### src/logic/quirk_pkg.sv
// Shared constants and carrier types for the execution quirk unit.
`default_nettype none
package quirk_pkg;
	localparam logic [7:0] OP_INT3        = 8'hcc;
	localparam logic [7:0] OP_INT_IMM     = 8'hcd;
	localparam logic [7:0] OP_PUSH_STK    = 8'h54;
	localparam int         SHIFT_BITS     = 5;
	localparam logic [4:0] SHIFT_MASK     = 5'h1f;
	localparam logic [7:0] DIV_ERR_VECTOR = 8'h00;
	localparam logic [7:0] STEP_VECTOR    = 8'h01;
	localparam logic       RST_LOW        = 1'b0;
	localparam logic [15:0] RST_WORD      = 16'h0000;

	// One retired instruction, presented at its boundary.
	typedef struct packed {
		logic [7:0]  opcode;
		logic        locking;
		logic        div_fault;
		logic [15:0] seg;
		logic [15:0] ofs;
		logic [15:0] next_ofs;
		logic [15:0] sp;
		logic [7:0]  shift_count;
	} retire_t;

	// Exception frame handed to the sequencer.
	typedef struct packed {
		logic        valid;
		logic [7:0]  vector;
		logic [15:0] seg;
		logic [15:0] ofs;
	} trap_t;
endpackage : quirk_pkg
`default_nettype wire

### src/logic/dma_lock_gate.sv
// Hold-off of DMA bus requests across runs of bus-locking instructions.
`timescale 1ns/1ns
`default_nettype none
module dma_lock_gate (
	input  wire logic sys_clk,
	input  wire logic resetn,
	input  wire logic instr_start,
	input  wire logic instr_locking,
	input  wire logic instr_done,
	input  wire logic dma_req,
	output logic      dma_grant,
	output logic      lock_active
);
	typedef struct packed {
		logic locked;
		logic grant;
	} gate_state_t;

	gate_state_t s_q;
	gate_state_t s_d;

	always_comb begin
		s_d = s_q;
		// Lock spans from the start of a locking instruction; a following locking one keeps it.
		if (instr_start && instr_locking) begin
			s_d.locked = 1'b1;
		end else if (instr_done && !instr_locking) begin
			s_d.locked = 1'b0;
		end else if (instr_start && !instr_locking) begin
			s_d.locked = 1'b0;
		end
		// Grant only at a boundary of a non-locking instruction.
		if (!dma_req) begin
			s_d.grant = 1'b0;
		end else if (instr_done && !instr_locking) begin
			s_d.grant = 1'b1;
		end else if (s_d.locked) begin
			s_d.grant = 1'b0;
		end
	end

	always_ff @(posedge sys_clk or negedge resetn) begin
		if (!resetn) begin
			s_q <= '0;
		end else begin
			s_q <= s_d;
		end
	end

	assign dma_grant   = s_q.grant;
	assign lock_active = s_q.locked;
endmodule // dma_lock_gate
`default_nettype wire

### src/logic/exec_quirks.sv
// Retirement-side execution quirk unit: push value, step trap, fault frame, shift mask, DMA gate.
// Summary of operation
// - Push-stack-pointer stores the stack pointer value held before the decrement.
// - Single-step trap is suppressed after software-interrupt opcodes cc and cd.
// - Divide error frame carries the faulting instruction's segment and offset.
// - Only the low five bits of a shift or rotate count are used.
// - DMA requests refused throughout a run of bus-locking instructions.
`timescale 1ns/1ns
`default_nettype none
module exec_quirks (
	input  wire logic             sys_clk,
	input  wire logic             resetn,
	input  wire logic             instr_start,
	input  wire logic             instr_locking_start,
	input  wire logic             retire_valid,
	input  wire quirk_pkg::retire_t retire,
	input  wire logic             single_step_flag,
	input  wire logic             dma_req,
	output logic                  push_valid,
	output logic [15:0]           push_data,
	output quirk_pkg::trap_t      trap,
	output logic [4:0]            shift_amount,
	output logic                  dma_grant,
	output logic                  lock_active
);
	typedef struct packed {
		logic             push_valid;
		logic [15:0]      push_data;
		quirk_pkg::trap_t trap;
		logic [4:0]       shift_amount;
	} core_state_t;

	core_state_t s_q;
	core_state_t s_d;

	function automatic logic is_soft_int(input logic [7:0] op);
		return (op == quirk_pkg::OP_INT3) || (op == quirk_pkg::OP_INT_IMM);
	endfunction

	logic gate_grant;
	logic gate_lock;

	always_comb begin
		s_d = s_q;
		s_d.push_valid = 1'b0;
		s_d.trap = '0;
		if (retire_valid) begin
			// Old value is stored so code that probes the push order sees the newer behaviour.
			if (retire.opcode == quirk_pkg::OP_PUSH_STK) begin
				s_d.push_valid = 1'b1;
				s_d.push_data  = retire.sp;
			end
			s_d.shift_amount = retire.shift_count[4:0] & quirk_pkg::SHIFT_MASK;
			// A divide fault outranks the step trap; no step trap is raised for that instruction.
			if (retire.div_fault) begin
				s_d.trap.valid  = 1'b1;
				s_d.trap.vector = quirk_pkg::DIV_ERR_VECTOR;
				s_d.trap.seg    = retire.seg;
				s_d.trap.ofs    = retire.ofs;
			end else if (single_step_flag && !is_soft_int(retire.opcode)) begin
				s_d.trap.valid  = 1'b1;
				s_d.trap.vector = quirk_pkg::STEP_VECTOR;
				s_d.trap.seg    = retire.seg;
				s_d.trap.ofs    = retire.next_ofs;
			end
		end
	end

	always_ff @(posedge sys_clk or negedge resetn) begin
		if (!resetn) begin
			s_q <= '0;
		end else begin
			s_q <= s_d;
		end
	end

	dma_lock_gate u_gate (
		.sys_clk       (sys_clk),
		.resetn        (resetn),
		.instr_start   (instr_start),
		.instr_locking (instr_start ? instr_locking_start : retire.locking),
		.instr_done    (retire_valid),
		.dma_req       (dma_req),
		.dma_grant     (gate_grant),
		.lock_active   (gate_lock)
	);

	assign push_valid   = s_q.push_valid;
	assign push_data    = s_q.push_data;
	assign trap         = s_q.trap;
	assign shift_amount = s_q.shift_amount;
	assign dma_grant    = gate_grant;
	assign lock_active  = gate_lock;
endmodule // exec_quirks
`default_nettype wire

### config.mk
export PLATFORM = sky130hd
export DESIGN_NAME = exec_quirks
export DESIGN_NICKNAME = d
export VERILOG_FILES = /design/src/logic/quirk_pkg.sv /design/src/logic/dma_lock_gate.sv /design/src/logic/exec_quirks.sv
export SDC_FILE = /design/constraint.sdc
export NUM_CORES = 1
export LEC_CHECK = 0
export BUFFER_PORTS_ARGS = -buffer_cell sky130_fd_sc_hd__clkbuf_2
export CAP_MARGIN = 20
export CORE_ASPECT_RATIO = 0.9
export CORE_MARGIN = 3
export CORE_UTILIZATION = 36
export DETAILED_ROUTE_END_ITERATION = 16
export PLACE_DENSITY = 0.79
export SLEW_MARGIN = 20
export SYNTH_ARGS = -nofsm -noshare
export SYNTH_HDL_FRONTEND = slang
export SYNTH_SLANG_ARGS = --single-unit
export TNS_END_PERCENT = 20
### constraint.sdc
create_clock -name sys_clk -period 0.8 [get_ports sys_clk]
set_input_delay 0.12 -clock sys_clk [delete_from_list [all_inputs] [get_ports sys_clk]]
set_output_delay 0.12 -clock sys_clk [all_outputs]
set_load 0.05 [all_outputs]
==> summary.md, run 1 <==
| Metric | Value |
|---|---|
| Max-cap violations | `0` |
| Post-synthesis instance total | `roughly 150` |
| Register area share after synthesis | `between 60% and 70%` |
| Period utilization | `130.8%` |
| Seq. cell area | `1451 um2` |
| Max-slew headroom | `60.33%` |
| Final setup violation count | `roughly 110` |
| Crit-path max FO | `2` |
| Antenna viol nets, final | `0` |
| Reg clk slew, reported paths | `about 0.060 ns` |
| Met3 routed WL | `about 700 um` |
| Core region area | `between 5000 and 6000 um2` |
| Nets | `between 400 and 500` |
| Die Ht | `a little over 80 um` |
| DR iter-0 viols | `54` |
| RSZ-0062 raised after global routing | `true` |
| Root Buffer | `clkbuf_8` |
| Mean routed wirelength per cell | `16.67 um` |
| Outcome | `complete, but fails checks` |
| First-pass GRT wire length | `10350 um` |
| Worst path slowest cell | `dfrtp_1` |
| I/O Buffers | `around 140` |
| Worst Setup Slack, final | `-0.2463 ns` |
| Total wire length | `6736 um` |
| Crit. Startpoint | `push_data[10]` |
| Final core utilization | `70.36%` |
| Row cnt | `26` |
| Reg2reg start | `push_data[10]` |
| Hold Slack | `~0.015 ns` |
| Critical Path RT | `1.02 ns` |
| Netlist cell types | `22` |
| Pwr per Cell Area | `1895 nW/um2` |
| Met1 WL | `around 2300 um` |
| Gr usage total | `between 10% and 20%` |
| Synth area leaders | `dfrtp_1 (64%), a22o_1 (6.2%), mux2_4 (6.0%), mux2_2 (6.0%), a21boi_0 (5.7%)` |
| Inserted Clock Buffers | `9` |
| DR vias | `between 1500 and 2000` |
| DR vias/cell | `between 4 and 5` |
| Post-DP HPWL | `about 4000 um` |
| Worst path cell trace | `buf_4 -> buf_4 -> mux2_4` |
| Antenna diodes | `0` |
| Post-Syn Area per Cell | `15.33 um2` |
| CTS Buffer Depth | `2` |
| Number of global-route vias before repair | `around 2200` |
| TritonRoute pass-1 iters | `3` |
| Top_reg_cell synth | `dfrtp_1` |
| Die ar. | `between 7000 and 8000 um2` |
| Violated checks | `setup timing` |
| Crit path top cell by count | `buf_4` |
| Pre-CTS setup slack | `-0.5082 ns` |
| Count leader, synth | `dfrtp_1` |
| Worst-Margin Slew | `between 0.5 and 0.6 ns` |
| Commonest cells in the netlist | `dfrtp_1 (58), a21boi_0 (17), a22o_1 (16), mux2_2 (12), mux2_4 (9)` |
| Yosys reg bits | `a little under 60` |
| Cell taking the most area after synthesis | `dfrtp_1` |
| Worst vdd ir | `between 1500 and 2000 uV` |
| Post-route DRC violation count | `0` |
| Max frequency | `955.8 MHz` |
| GR Overflow Total | `0` |
| Layout cells sized above 1 | `between 60% and 70%` |
| Cell leakage power | `2.167 nW` |
| CP Class | `flip-flop to flip-flop` |
| HP Start | `retire[33]` |
| Yosys warns | `0` |
| Largest net degree at the start of global routing | `59` |
| Initial Utilization | `38.48%` |
| Total Power | `around 7.8 mW` |
| Crit path launch type | `flip-flop` |
| Fin. Hold Viols | `0` |
| Met2 WL | `3634 um` |
| Mapped Area | `2253 um2` |
| Worst hold path class | `input port to flip-flop` |
| Worst Clk Skew | `0.0001934 ns` |
| Initial antenna violation count | `0` |
| Crit path DAT | `roughly 1.3 ns` |
| Final Max Tran Viols | `0` |
| Ys async rst share | `between 90% and 100%` |
| I/O pin count | `154` |
| Final Critical Period | `around 1.0 ns` |
| H-tree depth | `3` |
| Highest routed layer | `met4` |
| Footprint of the multi-input gates | `723.2 um2` |
| Die X | `between 80 and 90 um` |
| Final RePlAce weighted congestion | `roughly 0.74` |
| Layout fillers | `~390` |
| EDFF count, synth | `0` |
| Area Overhead vs Synth | `82.84%` |
| Crit end category | `flip-flop` |
| CTS tree | `yes` |
| Latest clock arrival within the worst-skew pair | `roughly 0.33 ns` |
| CTS Sinks | `between 50 and 60` |
| Critical path's largest stage delay | `0.41 ns` |
| Yosys top cell area share | `approximately 64%` |
## area by class of cell
type                            count  area share [%]
Clock buffer                       12           3.523
Multi-Input combinational cell     79           17.55
Inverter                            2          0.1822
Sequential cell                    58           35.23
Clock inverter                      3          0.9718
Tap cell                           70           2.126
Timing Repair Buffer              180           40.42
## metrics by stage
step	std cells	instance area [um2]	setup TNS, ns
6_report	404	4120	-15.25
5_1_grt	404	4120	-18.67
4_1_cts	400	4013	-15.50
3_5_place_dp	363	3109	-23.77
3_3_place_gp	363	3109	-22.52
2_1_floorplan	153	2283	-13.97
## placed cells by master, fill, tap and decap left out
cell type      synthesis  layout
bufinv_16              0       1
clkbuf_2               1      85
dlygate4sd3_1          0      15
nor4b_4                1       1
nor2b_1                2       2
dfrtp_1               58      58
a21boi_0              17       3
clkinv_2               0       2
a21boi_1               0      14
nor2_1                 2       2
o21ai_1                0       1
buf_4                  7      17
and4bb_2               1       1
nand2_1                4       4
buf_6                  3       1
and2_1                 1       1
mux2_2                12      12
buf_12                 0       4
conb_1                 1       7
nand3_4                1       1
a311oi_4               1       1
a22o_1                16      16
inv_1                  2       2
a31o_4                 0       1
o21ai_0                4       3
mux2_4                 9       9
clkbuf_8               0      10
clkbuf_1               2       2
buf_8                  0      58
## power breakdown
group	switching, mW	internal, mW	leakage [nW]	total [mW]
Sequential	0.135	3.11	0.764	3.24
Clock	1.10	1.50	0.0962	2.60
Combinational	1.08	0.888	1.31	1.96
## worst max-delay path: cells and delay by family (launching register included)
family                 cells  cell delay (ns)
buffers and inverters      2             0.27
multiplexers               1             0.25
flip-flops                 1             0.41
## cells by family (layout without fill, tap and decap cells)
family                 Yosys count  count (layout)  share of synthesized area (%)
DFF                             58              58                          64.41
AOI/OAI and AO/OA               39              39                          14.33
muxes                           21              21                          11.99
buffers and inverters           16             197                          4.886
and+or+nand+nor                 12              12                          4.220
other                            1               7                         0.1664
## worst paths after layout
check | end | slack (ns) | cells after the start
min | trap[9] | 0.02 | 2
min in group asynchronous | push_data[8] | 0.36 | 3
max reg2reg | push_data[10] | -0.25 | 3
min reg2reg | push_data[2] | 0.56 | 1
max | push_data[10] | -0.25 | 3
max in group asynchronous | shift_amount[4] | 0.19 | 3
## state kept, by name (all words and copies together), names as in the netlist
signal              cells
shift_amount            5
push_valid              1
u_gate.lock_active      1
trap                   34
push_data              16
u_gate.dma_grant        1
## routing by layer
layer  global-route usage, %  vias up
li1                        -      876
met1                   18.52      918
met2                   35.13      108
met3                   9.229        9
met4                   7.738        0
met5                       0        -
## timing repair
action	4_1_cts	5_1_grt
hold endpoints to repair	70	2
gates resized for setup	121	70
buffers inserted	9	2
setup endpoints to repair	108	109
pin swaps	2	0
hold buffers	13	2
Note: power is estimated with default switching activity, not from simulation.
==> run 2: changes to the inputs <==
HOLD_SLACK_MARGIN = 0.05   (was not set)
==> summary.md, run 2 (synthesis gave the netlist of run 1 again) <==
| Metric | Value |
|---|---|
| Worst hold path class | `input port to flip-flop` |
| Mean routed wirelength per cell | `about 18 um` |
| Die ar. | `around 7200 um2` |
| DR iter-0 viols | `80` |
| Die Ht | `about 80 um` |
| H-tree depth | `3` |
| Final setup violation count | `roughly 110` |
| Commonest non-fill, non-tap cell in the layout | `clkbuf_2` |
| Sw frac | `between 20 and 30%` |
| DR vias/cell | `4.755` |
| CTS Sinks | `just under 60` |
| Critical path's largest stage delay | `0.42 ns` |
| Initial antenna violation count | `0` |
| Comb pwr share | `27.7%` |
| Commonest cells after routing, fill and taps aside | `clkbuf_2 (85), dlygate4sd3_1 (70), buf_8 (58), dfrtp_1 (58)` |
| Layout cells sized above 1 | `a little over half` |
| CTS tree | `yes` |
| Final RePlAce weighted congestion | `approximately 0.74` |
| Latest clock arrival within the worst-skew pair | `0.32 ns` |
| Cell leakage power | `between 2 and 2.5 nW` |
| Violated checks | `setup timing` |
| Worst vdd ir | `about 1200 uV` |
| Sum of negative setup slack | `-15.79 ns` |
| Sequential power share | `about 40%` |
| Post-DP HPWL | `approximately 4000 um` |
| First-pass GRT wire length | `roughly 13000 um` |
| Outcome | `complete, but fails checks` |
| Core region area | `5856 um2` |
| Worst path slowest cell | `dfrtp_1` |
| Crit path launch type | `flip-flop` |
| Layout fillers | `between 300 and 400` |
| TritonRoute pass-1 iters | `4` |
| Post-route DRC violation count | `0` |
| Max reg flops | `34` |
| Crit path DAT | `0.91 ns` |
| CTS Buffer Depth | `2` |
| HP Start | `retire[73]` |
| DR vias | `2197` |
| WP buf/inv | `1` |
| Crit. Startpoint | `push_data[6]` |
| Area Overhead vs Synth | `108.9%` |
| Switching component of the power | `between 2 and 2.5 mW` |
| Max-cap violations | `0` |
| Max frequency | `~970 MHz` |
| Worst Clk Skew | `between 0.00015 and 0.0002 ns` |
| Final Critical Period | `a little over 1 ns` |
| Top Family by Delay on Critical Path | `flip-flops` |
| Gr usage total | `about a quarter` |
| Reg2reg start | `push_data[6]` |
| CP Class | `flip-flop to output pin` |
| Root Buffer | `clkbuf_8` |
| Largest net degree at the start of global routing | `roughly 60` |
| Hold Slack | `~0.13 ns` |
| Final Max Tran Viols | `0` |
| Critical Path RT | `about 0.68 ns` |
| RSZ-0062 raised after global routing | `true` |
| GR Overflow Total | `0` |
| Nets | `between 400 and 500` |
| I/O Buffers | `about 140` |
| Fin. Hold Viols | `0` |
| Pwr per Cell Area | `~1700 nW/um2` |
| Antenna viol nets, final | `0` |
| Crit-path max FO | `2` |
| I/O pin count | `roughly 150` |
| Number of global-route vias before repair | `2503` |
| Worst path cell trace | `buf_8` |
| Power Internal | `5.684 mW` |
| Die X | `a little under 90 um` |
| Worst Setup Slack, final | `-0.2341 ns` |
| Reg clk slew, reported paths | `around 0.070 ns` |
| Period utilization | `129.3%` |
| Crit end category | `output pin` |
| Total wire length | `between 8000 and 9000 um` |
| Initial Utilization | `around two fifths` |
| Inserted Clock Buffers | `9` |
| Clock share of power | `32.0%` |
| Row cnt | `26` |
run 2: changes by cell type in the layout (fill, tap and decap cells not counted):
cell	delta
and2_2	+1
dlygate4sd3_1	+55
a21boi_1	+2
mux2_2	-1
mux2_4	+1
and2_1	-1
a21boi_0	-2
buf_4	-1
dlymetal6s4s_1	+3
diode_2	+1
run 2: path summary, 6_finish.rpt:
| path | to | slack, ns | cells past startpoint |
|---|---|---|---|
| min in group asynchronous | trap[4] | 0.40 | 3 |
| hold reg to reg | shift_amount[0] | 0.55 | 1 |
| max in group asynchronous | trap[25] | 0.17 | 3 |
| setup reg to reg | push_data[6] | -0.15 | 2 |
| setup / recovery | push_data[6] | -0.23 | 1 |
| hold / removal | u_gate.lock_active | 0.13 | 3 |
run 2: per-layer routing:
layer | part of all wire, % | GRT usage (%) | up-vias
li1 | - | - | 991
met2 | 54 | 42.86 | 111
met4 | 1.7 | 9.524 | 0
met3 | 8.9 | 8.316 | 14
met5 | 0 | 0 | -
met1 | 35 | 24.41 | 1081
run 2: stage by stage:
stage / cells / setup WS [ns] / utilization, % / instance area, um2 / power, mW
finish: 462 / -0.2341 / 80.41 / 4708 / 8.064
global route: 461 / -0.2973 / 80.36 / 4706 / 8.387
CTS: 460 / -0.2446 / 78.78 / 4613 / 7.933
detailed placement: 363 / -0.5082 / 53.10 / 3109 / 4.703
global placement: 363 / -0.4676 / 53.10 / 3109 / 4.680
floorplan: 153 / -0.3936 / - / 2283 / 4.180
run 2: power groups by stage:
stage	clock [mW]	combinational, mW	sequential, mW
3_3_place_gp	0	1.46	3.22
5_1_grt	2.78	2.34	3.27
6_report	2.58	2.23	3.25
4_1_cts	2.66	2.08	3.19
2_1_floorplan	0	0.333	3.85
3_5_place_dp	0	1.48	3.22
run 2: area by class of cell:
cell class	instances	area [um2]	area share, %
multi-input cells	79	728.2	15.47
flip-flops and latches	58	1451	30.83
well taps	70	87.58	1.860
clock inverters	3	40.04	0.8504
inverters	2	7.507	0.1594
repair buffers	237	2246	47.70
clock buffers	12	145.1	3.083
diodes	1	2.502	0.05315
run 2: timing repair:
item / in CTS / in global routing
hold buffers: 73 / 0
buffers inserted: 9 / 1
endpoints found under the setup margin: 108 / 114
endpoints found under the hold margin: 113 / 0
pin swaps: 2 / 1
resized for setup: 121 / 77
